### config.mk
export PLATFORM = sky130hd
export DESIGN_NAME = swdt_top
export DESIGN_NICKNAME = d
export VERILOG_FILES = /design/src/logic/swdt_pkg.sv /design/src/logic/swdt_top.sv /design/src/logic/swdt_sync.sv
export SDC_FILE = /design/constraint.sdc
export NUM_CORES = 1
export LEC_CHECK = 0
export BUFFER_PORTS_ARGS = -buffer_cell sky130_fd_sc_hd__buf_2
export CORE_ASPECT_RATIO = 1.2
export CORE_MARGIN = 2
export CORE_UTILIZATION = 41
export CTS_CLUSTER_SIZE = 30
export DETAILED_ROUTE_END_ITERATION = 10
export PLACE_DENSITY_LB_ADDON = 0.3
export SLEW_MARGIN = 40
export SYNTH_ARGS = -nofsm -noshare
export SYNTH_HDL_FRONTEND = slang
export SYNTH_SLANG_ARGS = --single-unit
### constraint.sdc
create_clock -name sys_clk -period 5.23 [get_ports sys_clk]
set_input_delay 1.046 -clock sys_clk [delete_from_list [all_inputs] [get_ports sys_clk]]
set_output_delay 1.046 -clock sys_clk [all_outputs]
set_load 0.02 [all_outputs]
### src/logic/swdt_pkg.sv
// Shared constants and carrier types of the supervisor watchdog timer.
// Assumes a single 50 MHz system clock; times are converted to cycles here.
package swdt_pkg;

  // ==========================================================
  // Timing
  localparam int unsigned CLK_HZ = 50000000;
  localparam int unsigned CLK_PER_KHZ = CLK_HZ / 1000;
  localparam int unsigned WD_TIMEOUT_MS = 1600;
  localparam int unsigned HOLD_MS = 140;
  localparam int unsigned KICK_MIN_NS = 50;
  localparam int unsigned CLK_PERIOD_NS = 1000000000 / CLK_HZ;
  // Longest time rounds down
  localparam int unsigned WD_CYC = WD_TIMEOUT_MS * CLK_PER_KHZ;
  // Least time rounds up
  localparam int unsigned HOLD_CYC = HOLD_MS * CLK_PER_KHZ;
  localparam int unsigned KICK_MIN_CYC = (KICK_MIN_NS + CLK_PERIOD_NS - 1) / CLK_PERIOD_NS;
  localparam int unsigned CNT_W = 32;

  // ==========================================================
  // Reset values
  localparam logic RST_ACT_INIT = 1'h1;
  localparam logic KICK_OE_INIT = 1'h0;

  // ==========================================================
  // Carriers
  typedef struct packed {
    logic rst_h;
    logic rst_n;
    logic od_oe;
  } swdt_rst_t;

  typedef struct packed {
    logic drv;
    logic oe;
  } swdt_pin_t;

endpackage

### src/logic/swdt_top.sv
// Watchdog timer of a processor supervisor: watches the kick pin, drives
// the reset outputs, weakly drives the kick pin when it is left floating.
// Assumes one 50 MHz clock and a bench that resolves the weak kick driver
// and the open-drain reset line from the enables.
//
// What this block does
// - No kick within timeout asserts reset
// - Kick edge or reset clears timer
// - Pulses of 50 ns are still detected
// - Timer held zero while reset asserted
// - Counting resumes right after reset release
// - Weak drive low 7/8, high last 1/8
// - Floating pin self-kicks, no timeout occurs
// - Open-drain reset line shared, wired low
// - Reset held at least 140 ms
// - Manual reset input clears timer too
`timescale 1ns/10ps
`default_nettype none
module swdt_top
  import swdt_pkg::*;
#(
  parameter int unsigned WD_CYCLES = swdt_pkg::WD_CYC,
  parameter int unsigned HOLD_CYCLES = swdt_pkg::HOLD_CYC
)
(
  // Clock and reset
  input wire logic sys_clk,
  input wire logic nrst,
  // Kick pin
  input wire logic watchdog_kick_input,
  output swdt_pkg::swdt_pin_t kick_pin,
  // Manual reset
  input wire logic manual_reset_input_n,
  // Reset outputs
  output swdt_pkg::swdt_rst_t rst_out
);
  import swdt_pkg::*;

  // ==========================================================
  // State
  localparam int unsigned DRV_HIGH = WD_CYCLES - WD_CYCLES / 8;

  typedef struct packed {
    logic [CNT_W-1:0] wd_cnt;
    logic [CNT_W-1:0] hold_cnt;
    logic rst_act;
    swdt_pin_t pin;
    swdt_rst_t rst;
  } swdt_state_t;

  swdt_state_t st_ff;
  swdt_state_t nxt_st;
  logic kick_lvl;
  logic kick_edge;
  logic mr_lvl;

  // ==========================================================
  // Input synchronisers
  swdt_sync u_kick_sync
  (
    .sys_clk(sys_clk),
    .nrst(nrst),
    .pin_in(watchdog_kick_input),
    .lvl(kick_lvl),
    .chg(kick_edge)
  );

  // Clears to low, so a power-up release always starts with a full hold
  swdt_sync u_mr_sync
  (
    .sys_clk(sys_clk),
    .nrst(nrst),
    .pin_in(manual_reset_input_n),
    .lvl(mr_lvl),
    .chg()
  );

  // ==========================================================
  // Next state
  always_comb
  begin
    nxt_st = st_ff;
    nxt_st.pin.oe = 1'h1;
    if (!mr_lvl)
    begin
      // Manual reset keeps reset on and restarts the hold time
      nxt_st.rst_act = 1'h1;
      nxt_st.hold_cnt = '0;
      nxt_st.wd_cnt = '0;
    end
    else if (st_ff.rst_act)
    begin
      nxt_st.wd_cnt = '0;
      if (st_ff.hold_cnt >= CNT_W'(HOLD_CYCLES - 1))
      begin
        nxt_st.rst_act = 1'h0;
        nxt_st.hold_cnt = '0;
      end
      else
        nxt_st.hold_cnt = st_ff.hold_cnt + CNT_W'(1);
    end
    else if (kick_edge)
      nxt_st.wd_cnt = '0;
    else if (st_ff.wd_cnt >= CNT_W'(WD_CYCLES - 1))
    begin
      nxt_st.rst_act = 1'h1;
      nxt_st.hold_cnt = '0;
      nxt_st.wd_cnt = '0;
    end
    else
      nxt_st.wd_cnt = st_ff.wd_cnt + CNT_W'(1);
    // Self-kick on a floating pin: high edge near 7/8, low once cleared
    nxt_st.pin.drv = (nxt_st.wd_cnt >= CNT_W'(DRV_HIGH));
    nxt_st.rst.rst_h = nxt_st.rst_act;
    nxt_st.rst.rst_n = ~nxt_st.rst_act;
    nxt_st.rst.od_oe = nxt_st.rst_act;
  end

  always_ff @(posedge sys_clk)
  begin
    if (!nrst)
    begin
      // Power-up behaves like any reset: held for the full hold time
      st_ff.wd_cnt <= '0;
      st_ff.hold_cnt <= '0;
      st_ff.rst_act <= RST_ACT_INIT;
      st_ff.pin.drv <= 1'h0;
      st_ff.pin.oe <= KICK_OE_INIT;
      st_ff.rst.rst_h <= RST_ACT_INIT;
      st_ff.rst.rst_n <= ~RST_ACT_INIT;
      st_ff.rst.od_oe <= RST_ACT_INIT;
    end
    else
      st_ff <= nxt_st;
  end

  assign kick_pin = st_ff.pin;
  assign rst_out = st_ff.rst;
endmodule
`default_nettype wire

### src/logic/swdt_sync.sv
// Two-stage synchroniser with a change detector behind it.
// Assumes the input is asynchronous to sys_clk.
`timescale 1ns/10ps
`default_nettype none
module swdt_sync
(
  // Clock and reset
  input wire logic sys_clk,
  input wire logic nrst,
  // Pin side
  input wire logic pin_in,
  // Synchronised side
  output logic lvl,
  output logic chg
);
  typedef struct packed {
    logic s1;
    logic s2;
    logic s3;
  } swdt_sync_st_t;

  swdt_sync_st_t st_ff;
  swdt_sync_st_t nxt_st;

  always_comb
  begin
    nxt_st.s1 = pin_in;
    nxt_st.s2 = st_ff.s1;
    nxt_st.s3 = st_ff.s2;
  end

  always_ff @(posedge sys_clk)
  begin
    if (!nrst)
      st_ff <= '0;
    else
      st_ff <= nxt_st;
  end

  // First stage is read only by the second; change seen from stages 2 and 3
  assign lvl = st_ff.s2;
  assign chg = st_ff.s2 ^ st_ff.s3;
endmodule
`default_nettype wire

==> metrics.csv <==
stage,metric,value,unit
clocking,cts-root-buf,clkbuf_8,
clocking,clk_latency,0.35,ns
synth,synth_area_per_cell,8.64,µm²
timing,timing.final.crit_share,48.5,%
timing,fin_hold_ws,0.435,ns
clocking,cts.sink_count,73,
finish,drive_gt1_share,7.61,%
power_and_ir_drop,swShare,21.6,%
detailed_routing,drtAntennaViolNets,0,
timing,slew_violations,0,
clocking,cts_tree,done,
power_and_ir_drop,p_clk_share,38.8,%
critical_path,end_kind,flop,
synth,synth_ff_type,dfxtp_1,
placed_design,portBuffers,8,
synth,synth_seq_area_share,44.3,%
detailed_routing,drt_iter0_drc,96,
finish,n_antenna_cell,0,
detailed_routing,via_per_inst,5.36,
timing,finalCriticalPeriod,2.54,ns
detailed_routing,postRouteWirelength,6110,µm
synth,synth.distinct_cells,51,
power_and_ir_drop,powerDensity,263,mW/mm²
clocking,clockBufferDepth,2,
synth,syn_area,0.00330,mm²
floorplanning,coreArea,0.00775,mm²
clocking,postCtsHoldBufs,0,
global_routing,grt_pass1_wl,10800,µm
placed_design,gp_congestion,0.824,
run,max_cap_viol_count,0,
clocking,cts_htree_levels,3,
synth,yosysTopAreaCell,dfxtp_1,
timing,rsz0062_at_grt,false,
critical_path,critPathKind,reg -> reg,
power_and_ir_drop,power_switching,202,µW
synth,yosysWarnings,0,
timing,setup_viol,0,
timing,setup_tns,0,ns
detailed_routing,wl_per_cell,12.6,µm
clocking,clk_pin_slew_worst_paths,0.07,ns
power_and_ir_drop,seq_power_share,60.1,%
finish,syn2layout_area_growth,7.65,%
power_and_ir_drop,p_int,733,µW
global_routing,grt_pass1_vias,2398,
floorplanning,num_io_pins,9,
floorplanning,die_area,0.00879,mm²
power_and_ir_drop,power.leakage,0.00125,µW
critical_path,crit_fanout,11,
timing,tightest_slew,0.805,ns
min_path,hold_class,reg -> reg,
global_routing,grt_remaining_overflow,0,
finish,final_nets,396,
clocking,numCtsBuffers,9,
timing,fin_skew,0.0104,ns
detailed_routing,drcViolationCount,0,
synth,synth.area.top_cells,"dfxtp_1, nor2_1, xnor2_1",
timing,hold_viol,0,
synth,async_flop_share,0,%
placed_design,hpwl,4290,µm
critical_path,crit_path_top_delay_cell,nor2_1,
floorplanning,initial_core_util,42.6,%
critical_path,worstSetupStartpointType,flop,
clocking,post_cts_resized,0,
global_routing,grt_max_degree,27,
floorplanning,die_h,102,µm
outcome,status,finished clean,
synth,yosys.area.top_type_share,44.3,%
clocking,cts_setup_buffers,0,
min_path,min_path_cells,1,
synth,netlist_instances,382,
synth,synth-seq-cells,73,
critical_path,cp_data_arrival_time,2.81,ns
synth,synth_edf_count,0,
detailed_routing,drt_first_pass_iters,4,
critical_path,path_cells,ha_1 > and3_1 > a31oi_1 > o211a_1 > o21ai_0 > nor2_1 > nor2_1 > nor2b_1,
global_routing,antenna_found_initial,0,
power_and_ir_drop,pwr-share-comb,1.2,%
critical_path,rr_worst_depth,8,
critical_path,cp_common_cell,nor2_1,
detailed_routing,via_count,2604,
global_routing,track_usage,15.2,%
power_and_ir_drop,ir_worst_vdd,146,µV
timing,slew_headroom,46.2,%
floorplanning,row_count,35,
critical_path,cp_slowest_stage_delay,0.63,ns
timing,fmax,394,MHz
critical_path,required,5.50,ns
floorplanning,die_w,85.9,µm
## worst paths after layout
check | startpoint | end | slack, ns
setup / recovery | st_ff[6] | st_ff[35] | 2.69
hold reg to reg | u_mr_sync.nxt_st[1] | u_mr_sync.lvl | 0.44
hold / removal | u_mr_sync.nxt_st[1] | u_mr_sync.lvl | 0.44
setup reg to reg | st_ff[6] | st_ff[35] | 2.69
## layout make-up
class / instances / area [µm²]
flip-flops and latches: 73 / 1460
fillers: 746 / 4200
well taps: 92 / 115
clock inverters: 3 / 18.8
multi-input cells: 291 / 1740
clock buffers: 12 / 135
repair buffers: 11 / 66.3
inverters: 4 / 15.0
## worst max-delay path: cells and delay by family, from the launching register on
kind	cells	cell delay, ns
flip-flops	1	0.34
AND/OR/NAND/NOR	4	1.30
AO/OA/AOI/OAI	3	0.59
adder cells (fa/ha/maj)	1	0.24
## layout by cell type (no fill, tap or decap), types with 3 or more instances in the layout
cell       n
a21oi_1   11
a31oi_1    7
and2_1    12
and3_1    17
and4_1     8
buf_2      8
clkbuf_1   3
clkbuf_8   9
conb_1     5
dfxtp_1   73
inv_1      4
nand2_1   33
nand3_1   15
nand4_1   10
nor2_1    51
nor2b_1    9
nor3_1     7
nor4_1     4
o21ai_0   33
o31ai_1    5
xnor2_1   21
xor2_1    12
## cell usage after synthesis, types with 5 or more instances
cell type / instances
dfxtp_1: 73
xor2_1: 12
nand3_1: 15
o21ai_0: 33
buf_2: 5
nor2b_1: 9
a31oi_1: 7
nor3_1: 7
nor2_1: 51
and2_1: 12
nand4_1: 10
nand2_1: 33
and3_1: 17
xnor2_1: 21
o31ai_1: 5
and4_1: 8
buf_4: 7
a21oi_1: 11
## state kept, by name (all words and copies together), names as in the netlist
name                cells
u_kick_sync.lvl         1
u_mr_sync.nxt_st        1
u_mr_sync.lvl           1
u_kick_sync.nxt_st      1
kick_pin                2
rst_out                 2
st_ff                  64
u_kick_sync.st_ff       1
## through the flow
| step | utilization [%] | setup WS, ns | cell area, µm² | total power (µW) | instances |
|---|---|---|---|---|---|
| 2_1_floorplan | - | 3.25 | 3320 | 582 | 386 |
| 3_3_place_gp | 43.4 | 2.23 | 3360 | 584 | 468 |
| 3_5_place_dp | 43.9 | 2.66 | 3400 | 585 | 471 |
| 4_1_cts | 45.9 | 2.64 | 3550 | 949 | 486 |
| 5_1_grt | 45.9 | 2.43 | 3550 | 971 | 486 |
| 6_report | 45.9 | 2.69 | 3550 | 934 | 486 |
## kinds of logic (layout without fill, tap and decap cells)
kind of cell               after synthesis  after routing  share of synthesized area, %
buffers and inverters                   22             30                          3.75
DFF                                     73             73                          44.3
AOI/OAI and AO/OA                       73             73                          13.8
xor gates and xnor gates                33             33                          8.75
and+or+nand+nor                        178            178                          28.6
other                                    1              5                         0.114
adders and majority gates                2              2                         0.758
## routing by layer
| metal | track usage (%) | vias to the layer above | wire (µm) |
|---|---|---|---|
| li1 | - | 1359 | - |
| met1 | 18.8 | 1204 | 2920 |
| met2 | 25.4 | 28 | 2920 |
| met3 | 3.39 | 13 | 150 |
| met4 | 6.84 | 0 | 121 |
| met5 | 0 | - | 0 |
## power groups by stage
stage | logic, µW | registers [µW] | clock network [µW]
5_1_grt | 12.7 | 562 | 397
6_report | 10.8 | 561 | 362
4_1_cts | 10.9 | 561 | 377
3_3_place_gp | 10.5 | 574 | 0
2_1_floorplan | 7.98 | 574 | 0
3_5_place_dp | 10.8 | 574 | 0
No activity file was read; power rests on OpenSTA's default activity.
